$ cat src/rcv_pkg.sv
package rcv_pkg;
    // ------------------------------------------------------------
    // register map
    // ------------------------------------------------------------
    // printed offset 015Eh is not a multiple of four: kept as index
    localparam logic [11:0] VEC_IDX = 12'h15E;
    localparam logic [13:0] VEC_ADDR = 14'(VEC_IDX) << 2;
    localparam logic [13:0] IRQ_STAT_ADDR = 14'h0800;
    localparam logic [13:0] IRQ_MASK_ADDR = 14'h0804;
    localparam logic [13:0] WDT_CTRL_ADDR = 14'h0808;
    localparam logic [13:0] CAUSE_ADDR = 14'h080C;
    localparam logic [15:0] VEC_RESET = 16'h0000;
    localparam logic [15:0] MASK_RESET = 16'h0000;
    localparam logic [15:0] WDT_CTRL_RESET = 16'h0000;
    localparam int WDT_MODE_BIT = 0;
    localparam int WDT_EN_BIT = 1;

    // ------------------------------------------------------------
    // cause indices, code = 2*(index+1), lower index wins
    // ------------------------------------------------------------
    localparam int NCAUSE = 18;
    localparam int C_BROWNOUT = 0;
    localparam int C_RSTPIN = 1;
    localparam int C_SOFT_BROWN = 2;
    localparam int C_LPM_WAKE = 3;
    localparam int C_SECURITY = 4;
    localparam int C_SVSH = 6;
    localparam int C_SOFT_POR = 9;
    localparam int C_WDT_EXP = 10;
    localparam int C_WDT_KEY = 11;
    localparam int C_NVM_KEY = 12;
    localparam int C_NVM_ECC = 13;
    localparam int C_PERIPH_FETCH = 14;
    localparam int C_PMM_KEY = 15;
    localparam int C_FLL_UNLOCK = 17;
    // reserved codes 0Ch, 10h, 12h, 22h are never generated
    localparam logic [NCAUSE-1:0] CAUSE_VALID = 18'h2FE5F;

    typedef enum logic [1:0] {
        RCV_CLS_NONE = 2'h0,
        RCV_CLS_BROWN = 2'h1,
        RCV_CLS_PWRON = 2'h3,
        RCV_CLS_CLEAR = 2'h2
    } rcv_class_t;

    // watchdog interval in cycles of pclk
    localparam int WDT_INTERVAL = 32768;
endpackage

$ cat src/rcv_ev_if.sv
`timescale 1ns/1ps
interface rcv_ev_if;
    logic [rcv_pkg::NCAUSE-1:0] ev;
    logic [rcv_pkg::NCAUSE-1:0] pend;
    logic [rcv_pkg::NCAUSE-1:0] take;
    modport src(output ev, output take, input pend);
    modport rec(input ev, input take, output pend);
endinterface

$ cat src/rcv_cause_rec.sv
`timescale 1ns/1ps
module rcv_cause_rec (
    input wire logic pclk,
    input wire logic presetn,
    rcv_ev_if.rec bus
);
    logic [rcv_pkg::NCAUSE-1:0] pend_r;
    genvar i;
    generate
        for (i = 0; i < rcv_pkg::NCAUSE; i++) begin : g_flag
            if (rcv_pkg::CAUSE_VALID[i]) begin : g_live
                // a new event beats the read-clear of the same flag
                always_ff @(posedge pclk or negedge presetn) begin
                    if (!presetn) begin
                        pend_r[i] <= 1'b0;
                    end else if (bus.ev[i]) begin
                        pend_r[i] <= 1'b1;
                    end else if (bus.take[i]) begin
                        pend_r[i] <= 1'b0;
                    end
                end
            end else begin : g_resv
                assign pend_r[i] = 1'b0;
            end
        end
    endgenerate
    assign bus.pend = pend_r;
endmodule

$ cat src/rcv_top.sv
// The APB interface to the registers was left to the implementer.
`timescale 1ns/1ps
// Behaviour
// - a 16-bit reset-cause vector register at index 015Eh reports the recorded cause as an even code.
// - every cause is tagged brownout, power-on or power-up-clear class as the reset it triggers.
// - a high-side supply monitor event gives a brownout-class reset and code 0Eh.
// - a software brownout request gives a brownout-class reset, recorded above low-power wakeup.
// - a software power-on request gives a power-on-class reset and code 14h.
// - in watchdog mode an unserviced interval forces a reset instead of only an interrupt.
// - a watchdog time-out is a power-up-clear-class reset with code 16h.
// - a watchdog control write with a wrong key gives a power-up-clear reset and code 18h.
// - a memory controller control write with a wrong key gives a power-up-clear reset and code 1Ah.
// - an uncorrectable memory bit error is recorded as a cause with code 1Ch.
// - a fetch from the peripheral region gives a power-up-clear reset and code 1Eh.
// - a power manager control write with a wrong key gives a power-up-clear reset and code 20h.
module rcv_top #(
    parameter int WDT_CYCLES = rcv_pkg::WDT_INTERVAL
) (
    input wire logic pclk,
    input wire logic presetn,
    input wire logic psel,
    input wire logic penable,
    input wire logic pwrite,
    input wire logic [13:0] paddr,
    input wire logic [31:0] pwdata,
    output logic [31:0] prdata,
    output logic pready,
    output logic pslverr,
    input wire logic brownout_pin_evt,
    input wire logic rst_pin_evt,
    input wire logic soft_brownout_request,
    input wire logic lpm_wake_evt,
    input wire logic security_evt,
    input wire logic supply_monitor_flag,
    input wire logic soft_poweron_request,
    input wire logic watchdog_key_bad,
    input wire logic nvm_ctrl_key_bad,
    input wire logic nvm_ecc_uncorr,
    input wire logic periph_fetch,
    input wire logic power_mgr_key_bad,
    input wire logic fll_unlock,
    input wire logic wdt_service,
    output logic [1:0] reset_req_class,
    output logic reset_req,
    output logic irq
);
    // ------------------------------------------------------------
    // input synchronisers
    // ------------------------------------------------------------
    localparam int NIN = 14;
    logic [NIN-1:0] raw_in;
    logic [NIN-1:0] sync1_r;
    logic [NIN-1:0] sync2_r;
    logic [NIN-1:0] sync3_r;
    logic [NIN-1:0] rise;

    assign raw_in = {wdt_service, fll_unlock, power_mgr_key_bad, periph_fetch, nvm_ecc_uncorr,
                     nvm_ctrl_key_bad, watchdog_key_bad, soft_poweron_request, supply_monitor_flag,
                     security_evt, lpm_wake_evt, soft_brownout_request, rst_pin_evt, brownout_pin_evt};

    // pins come from other domains; only the second and third stages feed logic
    always_ff @(posedge pclk or negedge presetn) begin
        if (!presetn) begin
            sync1_r <= '0;
            sync2_r <= '0;
            sync3_r <= '0;
        end else begin
            sync1_r <= raw_in;
            sync2_r <= sync1_r;
            sync3_r <= sync2_r;
        end
    end
    assign rise = sync2_r & ~sync3_r;

    // ------------------------------------------------------------
    // apb decode
    // ------------------------------------------------------------
    logic wr_acc;
    logic rd_acc;
    logic [15:0] wdata16;
    assign wr_acc = psel && penable && pwrite;
    assign rd_acc = psel && penable && !pwrite;
    assign wdata16 = pwdata[15:0];

    function automatic logic known_addr(input logic [13:0] a);
        known_addr = (a == rcv_pkg::VEC_ADDR) || (a == rcv_pkg::IRQ_STAT_ADDR) ||
                     (a == rcv_pkg::IRQ_MASK_ADDR) || (a == rcv_pkg::WDT_CTRL_ADDR) ||
                     (a == rcv_pkg::CAUSE_ADDR);
    endfunction

    // ------------------------------------------------------------
    // watchdog
    // ------------------------------------------------------------
    logic [15:0] wdt_ctrl_r;
    logic [31:0] wdt_cnt_r;
    logic wdt_expire;
    logic wdt_irq_evt;

    always_ff @(posedge pclk or negedge presetn) begin
        if (!presetn) begin
            wdt_ctrl_r <= rcv_pkg::WDT_CTRL_RESET;
        end else if (wr_acc && paddr == rcv_pkg::WDT_CTRL_ADDR) begin
            wdt_ctrl_r <= wdata16;
        end
    end

    always_ff @(posedge pclk or negedge presetn) begin
        if (!presetn) begin
            wdt_cnt_r <= '0;
        end else if (!wdt_ctrl_r[rcv_pkg::WDT_EN_BIT] || rise[13] || wdt_cnt_r == 32'(WDT_CYCLES - 1)) begin
            wdt_cnt_r <= '0;
        end else begin
            wdt_cnt_r <= wdt_cnt_r + 32'h1;
        end
    end

    logic wdt_elapsed;
    assign wdt_elapsed = wdt_ctrl_r[rcv_pkg::WDT_EN_BIT] && !rise[13] &&
                         wdt_cnt_r == 32'(WDT_CYCLES - 1);
    // mode bit set: reset; clear: interval timer interrupt only
    assign wdt_expire = wdt_elapsed && wdt_ctrl_r[rcv_pkg::WDT_MODE_BIT];
    assign wdt_irq_evt = wdt_elapsed && !wdt_ctrl_r[rcv_pkg::WDT_MODE_BIT];

    // ------------------------------------------------------------
    // cause recording
    // ------------------------------------------------------------
    rcv_ev_if evb();
    logic [rcv_pkg::NCAUSE-1:0] ev_vec;
    logic [rcv_pkg::NCAUSE-1:0] take_vec;
    logic [rcv_pkg::NCAUSE-1:0] pend;

    always_comb begin
        ev_vec = '0;
        ev_vec[rcv_pkg::C_BROWNOUT] = rise[0];
        ev_vec[rcv_pkg::C_RSTPIN] = rise[1];
        ev_vec[rcv_pkg::C_SOFT_BROWN] = rise[2];
        ev_vec[rcv_pkg::C_LPM_WAKE] = rise[3];
        ev_vec[rcv_pkg::C_SECURITY] = rise[4];
        ev_vec[rcv_pkg::C_SVSH] = rise[5];
        ev_vec[rcv_pkg::C_SOFT_POR] = rise[6];
        ev_vec[rcv_pkg::C_WDT_EXP] = wdt_expire;
        ev_vec[rcv_pkg::C_WDT_KEY] = rise[7];
        ev_vec[rcv_pkg::C_NVM_KEY] = rise[8];
        ev_vec[rcv_pkg::C_NVM_ECC] = rise[9];
        ev_vec[rcv_pkg::C_PERIPH_FETCH] = rise[10];
        ev_vec[rcv_pkg::C_PMM_KEY] = rise[11];
        ev_vec[rcv_pkg::C_FLL_UNLOCK] = rise[12];
    end

    assign evb.ev = ev_vec;
    assign evb.take = take_vec;
    assign pend = evb.pend;

    rcv_cause_rec u_rec (
        .pclk(pclk),
        .presetn(presetn),
        .bus(evb)
    );

    // class that each cause triggers
    function automatic rcv_pkg::rcv_class_t cause_class(input int idx);
        if (idx <= rcv_pkg::C_SVSH) begin
            cause_class = rcv_pkg::RCV_CLS_BROWN;
        end else if (idx == rcv_pkg::C_SOFT_POR) begin
            cause_class = rcv_pkg::RCV_CLS_PWRON;
        end else begin
            cause_class = rcv_pkg::RCV_CLS_CLEAR;
        end
    endfunction

    // lowest index pending wins
    logic [15:0] top_code;
    logic [4:0] top_idx;
    logic top_any;
    always_comb begin
        top_code = rcv_pkg::VEC_RESET;
        top_idx = '0;
        top_any = 1'b0;
        for (int k = rcv_pkg::NCAUSE - 1; k >= 0; k--) begin
            if (pend[k]) begin
                top_code = 16'((k + 1) * 2);
                top_idx = 5'(k);
                top_any = 1'b1;
            end
        end
    end

    // the flag cleared is the one whose code was latched at setup, even if a
    // more urgent cause lands during the access cycle
    logic [4:0] rd_idx_r;
    logic rd_any_r;
    always_ff @(posedge pclk or negedge presetn) begin
        if (!presetn) begin
            rd_idx_r <= '0;
            rd_any_r <= 1'b0;
        end else if (psel && !penable) begin
            rd_idx_r <= top_idx;
            rd_any_r <= top_any;
        end
    end

    logic vec_read;
    assign vec_read = rd_acc && paddr == rcv_pkg::VEC_ADDR;
    always_comb begin
        take_vec = '0;
        if (vec_read && rd_any_r) begin
            take_vec[rd_idx_r] = 1'b1;
        end
    end

    // ------------------------------------------------------------
    // reset request output
    // ------------------------------------------------------------
    // most severe class among this cycle's events
    rcv_pkg::rcv_class_t ev_class;
    always_comb begin
        ev_class = rcv_pkg::RCV_CLS_NONE;
        for (int k = rcv_pkg::NCAUSE - 1; k >= 0; k--) begin
            if (ev_vec[k]) begin
                ev_class = cause_class(k);
            end
        end
    end

    always_ff @(posedge pclk or negedge presetn) begin
        if (!presetn) begin
            reset_req <= 1'b0;
            reset_req_class <= rcv_pkg::RCV_CLS_NONE;
        end else begin
            reset_req <= ev_class != rcv_pkg::RCV_CLS_NONE;
            reset_req_class <= ev_class;
        end
    end

    // ------------------------------------------------------------
    // interrupt status and mask
    // ------------------------------------------------------------
    // bit0 new cause recorded, bit1 interval timer elapsed
    logic [15:0] stat_r;
    logic [15:0] mask_r;
    logic [15:0] stat_set;
    logic [15:0] stat_clr;
    logic [15:0] mask_now;
    assign stat_set = {14'h0, wdt_irq_evt, |ev_vec};
    assign stat_clr = (wr_acc && paddr == rcv_pkg::IRQ_STAT_ADDR) ? wdata16 : 16'h0000;
    assign mask_now = (wr_acc && paddr == rcv_pkg::IRQ_MASK_ADDR) ? wdata16 : mask_r;

    always_ff @(posedge pclk or negedge presetn) begin
        if (!presetn) begin
            stat_r <= '0;
        end else begin
            // set wins over a simultaneous write-one-to-clear
            stat_r <= (stat_r & ~stat_clr) | stat_set;
        end
    end

    always_ff @(posedge pclk or negedge presetn) begin
        if (!presetn) begin
            mask_r <= rcv_pkg::MASK_RESET;
        end else if (wr_acc && paddr == rcv_pkg::IRQ_MASK_ADDR) begin
            mask_r <= wdata16;
        end
    end

    always_ff @(posedge pclk or negedge presetn) begin
        if (!presetn) begin
            irq <= 1'b0;
        end else begin
            // follows the values status and mask take at this edge, so it drops with the clearing write
            irq <= |(((stat_r & ~stat_clr) | stat_set) & mask_now);
        end
    end

    // ------------------------------------------------------------
    // apb read and answer
    // ------------------------------------------------------------
    // pready rises in the first access cycle: no wait state is ever inserted
    logic setup_cyc;
    assign setup_cyc = psel && !penable;

    always_ff @(posedge pclk or negedge presetn) begin
        if (!presetn) begin
            pready <= 1'b0;
        end else begin
            pready <= setup_cyc;
        end
    end

    always_ff @(posedge pclk or negedge presetn) begin
        if (!presetn) begin
            pslverr <= 1'b0;
        end else begin
            pslverr <= setup_cyc && !known_addr(paddr);
        end
    end

    // unmapped writes load zero too, so an error answer never carries stale data
    always_ff @(posedge pclk or negedge presetn) begin
        if (!presetn) begin
            prdata <= '0;
        end else if (setup_cyc && (!pwrite || !known_addr(paddr))) begin
            case (paddr)
                rcv_pkg::VEC_ADDR: prdata <= {16'h0000, top_code};
                rcv_pkg::IRQ_STAT_ADDR: prdata <= {16'h0000, stat_r | stat_set};
                rcv_pkg::IRQ_MASK_ADDR: prdata <= {16'h0000, mask_r};
                rcv_pkg::WDT_CTRL_ADDR: prdata <= {16'h0000, wdt_ctrl_r};
                rcv_pkg::CAUSE_ADDR: prdata <= {14'h0, pend};
                default: prdata <= '0;
            endcase
        end
    end
endmodule

$ cat config.mk
export PLATFORM = sky130hd
export DESIGN_NAME = rcv_top
export DESIGN_NICKNAME = d
export VERILOG_FILES = /design/src/rcv_pkg.sv /design/src/rcv_ev_if.sv /design/src/rcv_cause_rec.sv /design/src/rcv_top.sv
export SDC_FILE = /design/constraint.sdc
export NUM_CORES = 1
export LEC_CHECK = 0
export ABC_AREA = 1
export ABC_CLOCK_PERIOD_IN_PS = 5150
export BUFFER_PORTS_ARGS = -buffer_cell sky130_fd_sc_hd__buf_2
export CORE_ASPECT_RATIO = 0.5
export CORE_MARGIN = 3
export CORE_UTILIZATION = 28
export CTS_BUF_LIST = sky130_fd_sc_hd__clkbuf_4 sky130_fd_sc_hd__clkbuf_8
export DETAILED_ROUTE_END_ITERATION = 6
export SLEW_MARGIN = 20
export SYNTH_ARGS = -nofsm -noshare
export SYNTH_HDL_FRONTEND = slang
export SYNTH_HIERARCHICAL = 1
export SYNTH_SLANG_ARGS = --single-unit
$ cat constraint.sdc
create_clock -name pclk -period 5.15 [get_ports pclk]
set_input_delay 0 -clock pclk [delete_from_list [all_inputs] [get_ports pclk]]
set_output_delay 0 -clock pclk [all_outputs]
set_load 0.01 [all_outputs]
Yosys cells after proc, flatten, opt, wreduce, memory -nomap -nowiden:

Index checks and enable logic that the tools add are counted.

* register bits: 180
* bits of input ports: 65
* output and inout bits: 38
* word-level logic and storage cells: 182

* add/sub/neg operators: 1
* order comparisons: 2
* equality and inequality tests: 6
* muxes and demuxes: 91
* bitwise operators: 7
* reduce and logical (&&, ||, !) cells: 46

Operator list (count)
* 2-to-1 mux 16 bit: 15
* case mux 18 bit (5 select lines): 1
* 2-to-1 mux 5 bit: 14
* == test 14 x 12 -> 1 bit (second input constant): 4
* 2-to-1 mux 1 bit: 43
* adder 32 x 1 -> 32 bit (second input constant): 1
* AND 16 bit: 2
* == test 32 x 15 -> 1 bit (second input constant): 1
* 2-to-1 mux 32 bit: 1
* OR 16 x 2 -> 16 bit: 2
* nonzero test 2 bit: 15
* 2-to-1 mux 2 bit: 14
* 2-to-1 mux 18 bit: 1
* logical AND 1 bit: 16
* NOT 16 bit: 1
* OR reduction 16 bit: 1
* AND 14 bit: 1
* == test 14 x 11 -> 1 bit (second input constant): 1
* NOT 14 bit: 1
* OR reduction 14 bit: 1
* logical OR 1 bit: 7
* zero test 1 bit: 6
* < comparator 5 x 6 -> 1 bit (second input constant): 1
* 2-to-1 mux 6 bit: 1
* 2 further kinds: 2

Logic depth before layout (Yosys ltp):

* word-level depth: 17
* gate-level depth with buffers: 19
* mapped depth without buffers: 19

Modules after synthesis:

Netlist, hierarchy kept.

Modules (own cells, without submodules)
* rcv_top: instances 1, cells each 842, area an instance 7280.7 µm², sequential area each 3803.6 µm²
* rcv_cause_rec: instances 1, cells each 75, area an instance 594.3 µm², sequential area each 350.3 µm²

Worst setup path before layout:

OpenSTA, ideal clock, no wires.

* kind: register to register
* start point: register wdt_cnt_r[0]
* end point: register wdt_cnt_r[24]
* library setup time: 77 ps
* data arrival time: 1674 ps
* path slack: 3398 ps
* stages on the path, launching flop included: 12
* path buffers: 0
* clock period less this slack: 1752 ps
* cells stage by stage: dfrtp_1 > ha_1 > nand3_2 > nor2_1 > nand4_1 > nor2_2 > nand4_1 > nor2_2 > nand3_2 > nor2_1 > o21ai_0 > a21oi_1

* longest elaborated chain between the ends: 3
* elaborated cells between the ends (all ways): 4
* those cells by class: add/sub (1); eq/ne (1); mux (1); reduce/logical (1)

RTL lines
* start: declaration: RTL line rcv_top.sv:95 `logic [31:0] wdt_cnt_r;`
* start signal: assignment: RTL line rcv_top.sv:113 `wdt_cnt_r <= wdt_cnt_r + 32'h1;`
* parallel branches: the longest is 2 deep, another holds adder 32 x 1 -> 32 bit
* 2-to-1 mux 32 bit (*): RTL line rcv_top.sv:110 `end else if (!wdt_ctrl_r[rcv_pkg::WDT_EN_BIT] || rise[13] || wdt_cnt_r == 32'(WDT_CYCLES - 1)) begin`

Every way passes the cells marked *.
A chain may end at the register's enable or synchronous reset.

Final worst setup path:

* start point: register wdt_cnt_r[0]
* end point: register wdt_cnt_r[23]

The elaborated chain is that of the path after synthesis.

==> results.md <==
* RePlAce Congestion at 0.885
* Cts repair resizes at 0
* Pins Over Slew Limit at 0
* CTS max path bufs at 2
* Peak VDD IR at 0.159 mV
* Worst R2R Start: wdt_cnt_r[0]$_DFF_PN0_
* DPL Wire Length at 14400 µm
* Worst Path Required at 5510 ps
* Critical R2R Capture: wdt_cnt_r[23]$_DFF_PN0_
* CTS tree: done
* Clock slew at reported path FFs at 100 ps
* Share of cells above drive strength 1 at 13.6%
* Wire per inst at 13.6 µm
* Slew @ Worst Pin at 970 ps
* Final min period at 2700 ps
* Startpoint Class: register
* Number of global-route vias before repair at 6434
* Period utilization at 52.5%
* Final Hold Fails at 0
* Skew final at 8.73 ps
* Crit Path Category: register to register
* Total CTS buffers at 17
* Power per standard cell area at 258 nW/µm²
* Leakage at 0.00442 µW
* CTS Hold Bufs at 35
* Endpoints failing setup at 0
* Post-CTS setup buffers at 0
* Max cap viols at 0
* RSZ-0062 raised after global routing: false
* Post-DR vias/cell at 4.46
* DR vias at 6302
* Residual DRC at 0
* Outcome: finished, final reports clean
* Peak Freq at 370 MHz
* R2R depth at 10
* H-tree lvl count at 4
* Die area at 30200 µm²
* Nets at 1092
* # rows at 42
* Wirelength, routed at 19300 µm
* TNS Setup at 0 ps
* Fill cells at 2862
* Cells after DPL at 1346
* Antenna diodes at 0
* First-pass DRT Iterations at 5
* CTS sink count at 166
* Initial antenna violation count at 0
* YS warnings at 6
* Normalized max-slew margin at 35.2%
* CP arrival at 3060 ps
* Worst Setup SP: wdt_cnt_r[0]$_DFF_PN0_
* Area Overhead vs Synth at 18.3%
* Final ANT Viol Nets at 0
* Root buf cell: clkbuf_8
* R2R setup slack at 2450 ps
* Max FO, Critical Path at 25
* Initial Util at 29.1%
* Avg Cell Area, Syn at 8.61 µm²
* Global-route wire length before repair at 32700 µm
* Synth Instances at 913
* I/O pins at 103
* Grt total ovfl at 0
* Later-pin clock latency in the skew report at 470 ps
* Design Power at 2400 µW
* Die height at 124 µm
* Hold WC Path Type: input pin to async pin
* Buffers on Ports at 72
* Post-route insts no fill at 1413
* GRT Total Usage at 13.3%
* Worst setup path end: wdt_cnt_r[23]$_DFF_PN0_
* Post-Syn Area at 7860 µm²
* Largest net degree at the start of global routing at 78
* Die width at 243 µm
* Core Area at 27000 µm²
* Endpoint class of the critical path: register
* Initial DRC count at 364
-- where the power goes --
part / internal [µW] / switching [µW] / total (µW)
Sequential: 1320 / 7.24 / 1330
Clock: 371 / 567 / 937
Combinational: 46.7 / 85.9 / 133
-- worst max-delay path, cell delays in order, from the launching register on --
cell     delay (ps)
dfrtp_1         390
ha_1            210
nand3_2         120
nor2_1          160
nand4_1         180
nor2_2          210
nand2_1          70
nand2_1         690
inv_1           340
o21ai_0         170
a21oi_1          60
-- layer usage --
| layer | track usage [%] | routed length, µm |
|---|---|---|
| met3 | 2.11 | 596 |
| met5 | 0 | 0 |
| met4 | 4.03 | 306 |
| met1 | 17.5 | 9020 |
| met2 | 22.7 | 9350 |
-- registers in the layout (all words and copies together), names as in the netlist, 2 cells and up --
| name | cells |
|---|---|
| wdt_cnt_r | 32 |
| prdata | 18 |
| mask_r | 16 |
| stat_r | 16 |
| wdt_ctrl_r | 16 |
| sync1_r | 14 |
| sync2_r | 14 |
| sync3_r | 14 |
| u_rec/bus.pend | 14 |
| rd_idx_r | 5 |
| reset_req_class | 2 |
-- worst min path at each step --
stage	endpoint	slack (ps)	cells after the start
detailed placement	wdt_cnt_r[27]$_DFF_PN0_	-100	1
CTS	prdata[17]$_DFFE_PN0P_	1	6
finish	wdt_cnt_r[26]$_DFF_PN0_	40	3
floorplan	irq$_DFF_PN0_	-300	0
global route	wdt_cnt_r[23]$_DFF_PN0_	30	3
global placement	wdt_cnt_r[27]$_DFF_PN0_	-110	1
-- final cells by class --
| cell class | instances | area, µm² | share of cell area [%] |
|---|---|---|---|
| flip-flops and latches | 166 | 4150 | 44.7 |
| multi-input cells | 577 | 2940 | 31.6 |
| repair buffers | 109 | 742 | 7.98 |
| inverters | 155 | 587 | 6.31 |
| well taps | 374 | 468 | 5.03 |
| clock buffers | 17 | 234 | 2.52 |
| clock inverters | 15 | 171 | 1.84 |
-- placed cells by master, fill, tap and decap left out, types with 9 or more instances in the layout --
cell type and count:
nand2_1 185, dfrtp_1 166, inv_1 152, nor2_1 90
buf_2 71, o21ai_0 53, nand3_1 49, dlygate4sd3_1 34
a21oi_1 28, conb_1 18, nor3_1 17, clkbuf_8 17
o21ai_1 16, nand4_1 13, nor4_1 10, xor2_1 9
a22o_1 9
-- per-stage QoR --
stage	setup WS (ps)	hold slack, ps	utilization [%]	area (µm²)
after floorplan	3400	-296	-	7920
after global placement	2550	-106	31.6	8530
after detailed placement	2460	-102	31.6	8530
after CTS	2430	1.11	34.4	9300
after global routing	2110	33.9	34.4	9300
final	2450	38.2	34.4	9300
Power figures use the tool's default switching activity.
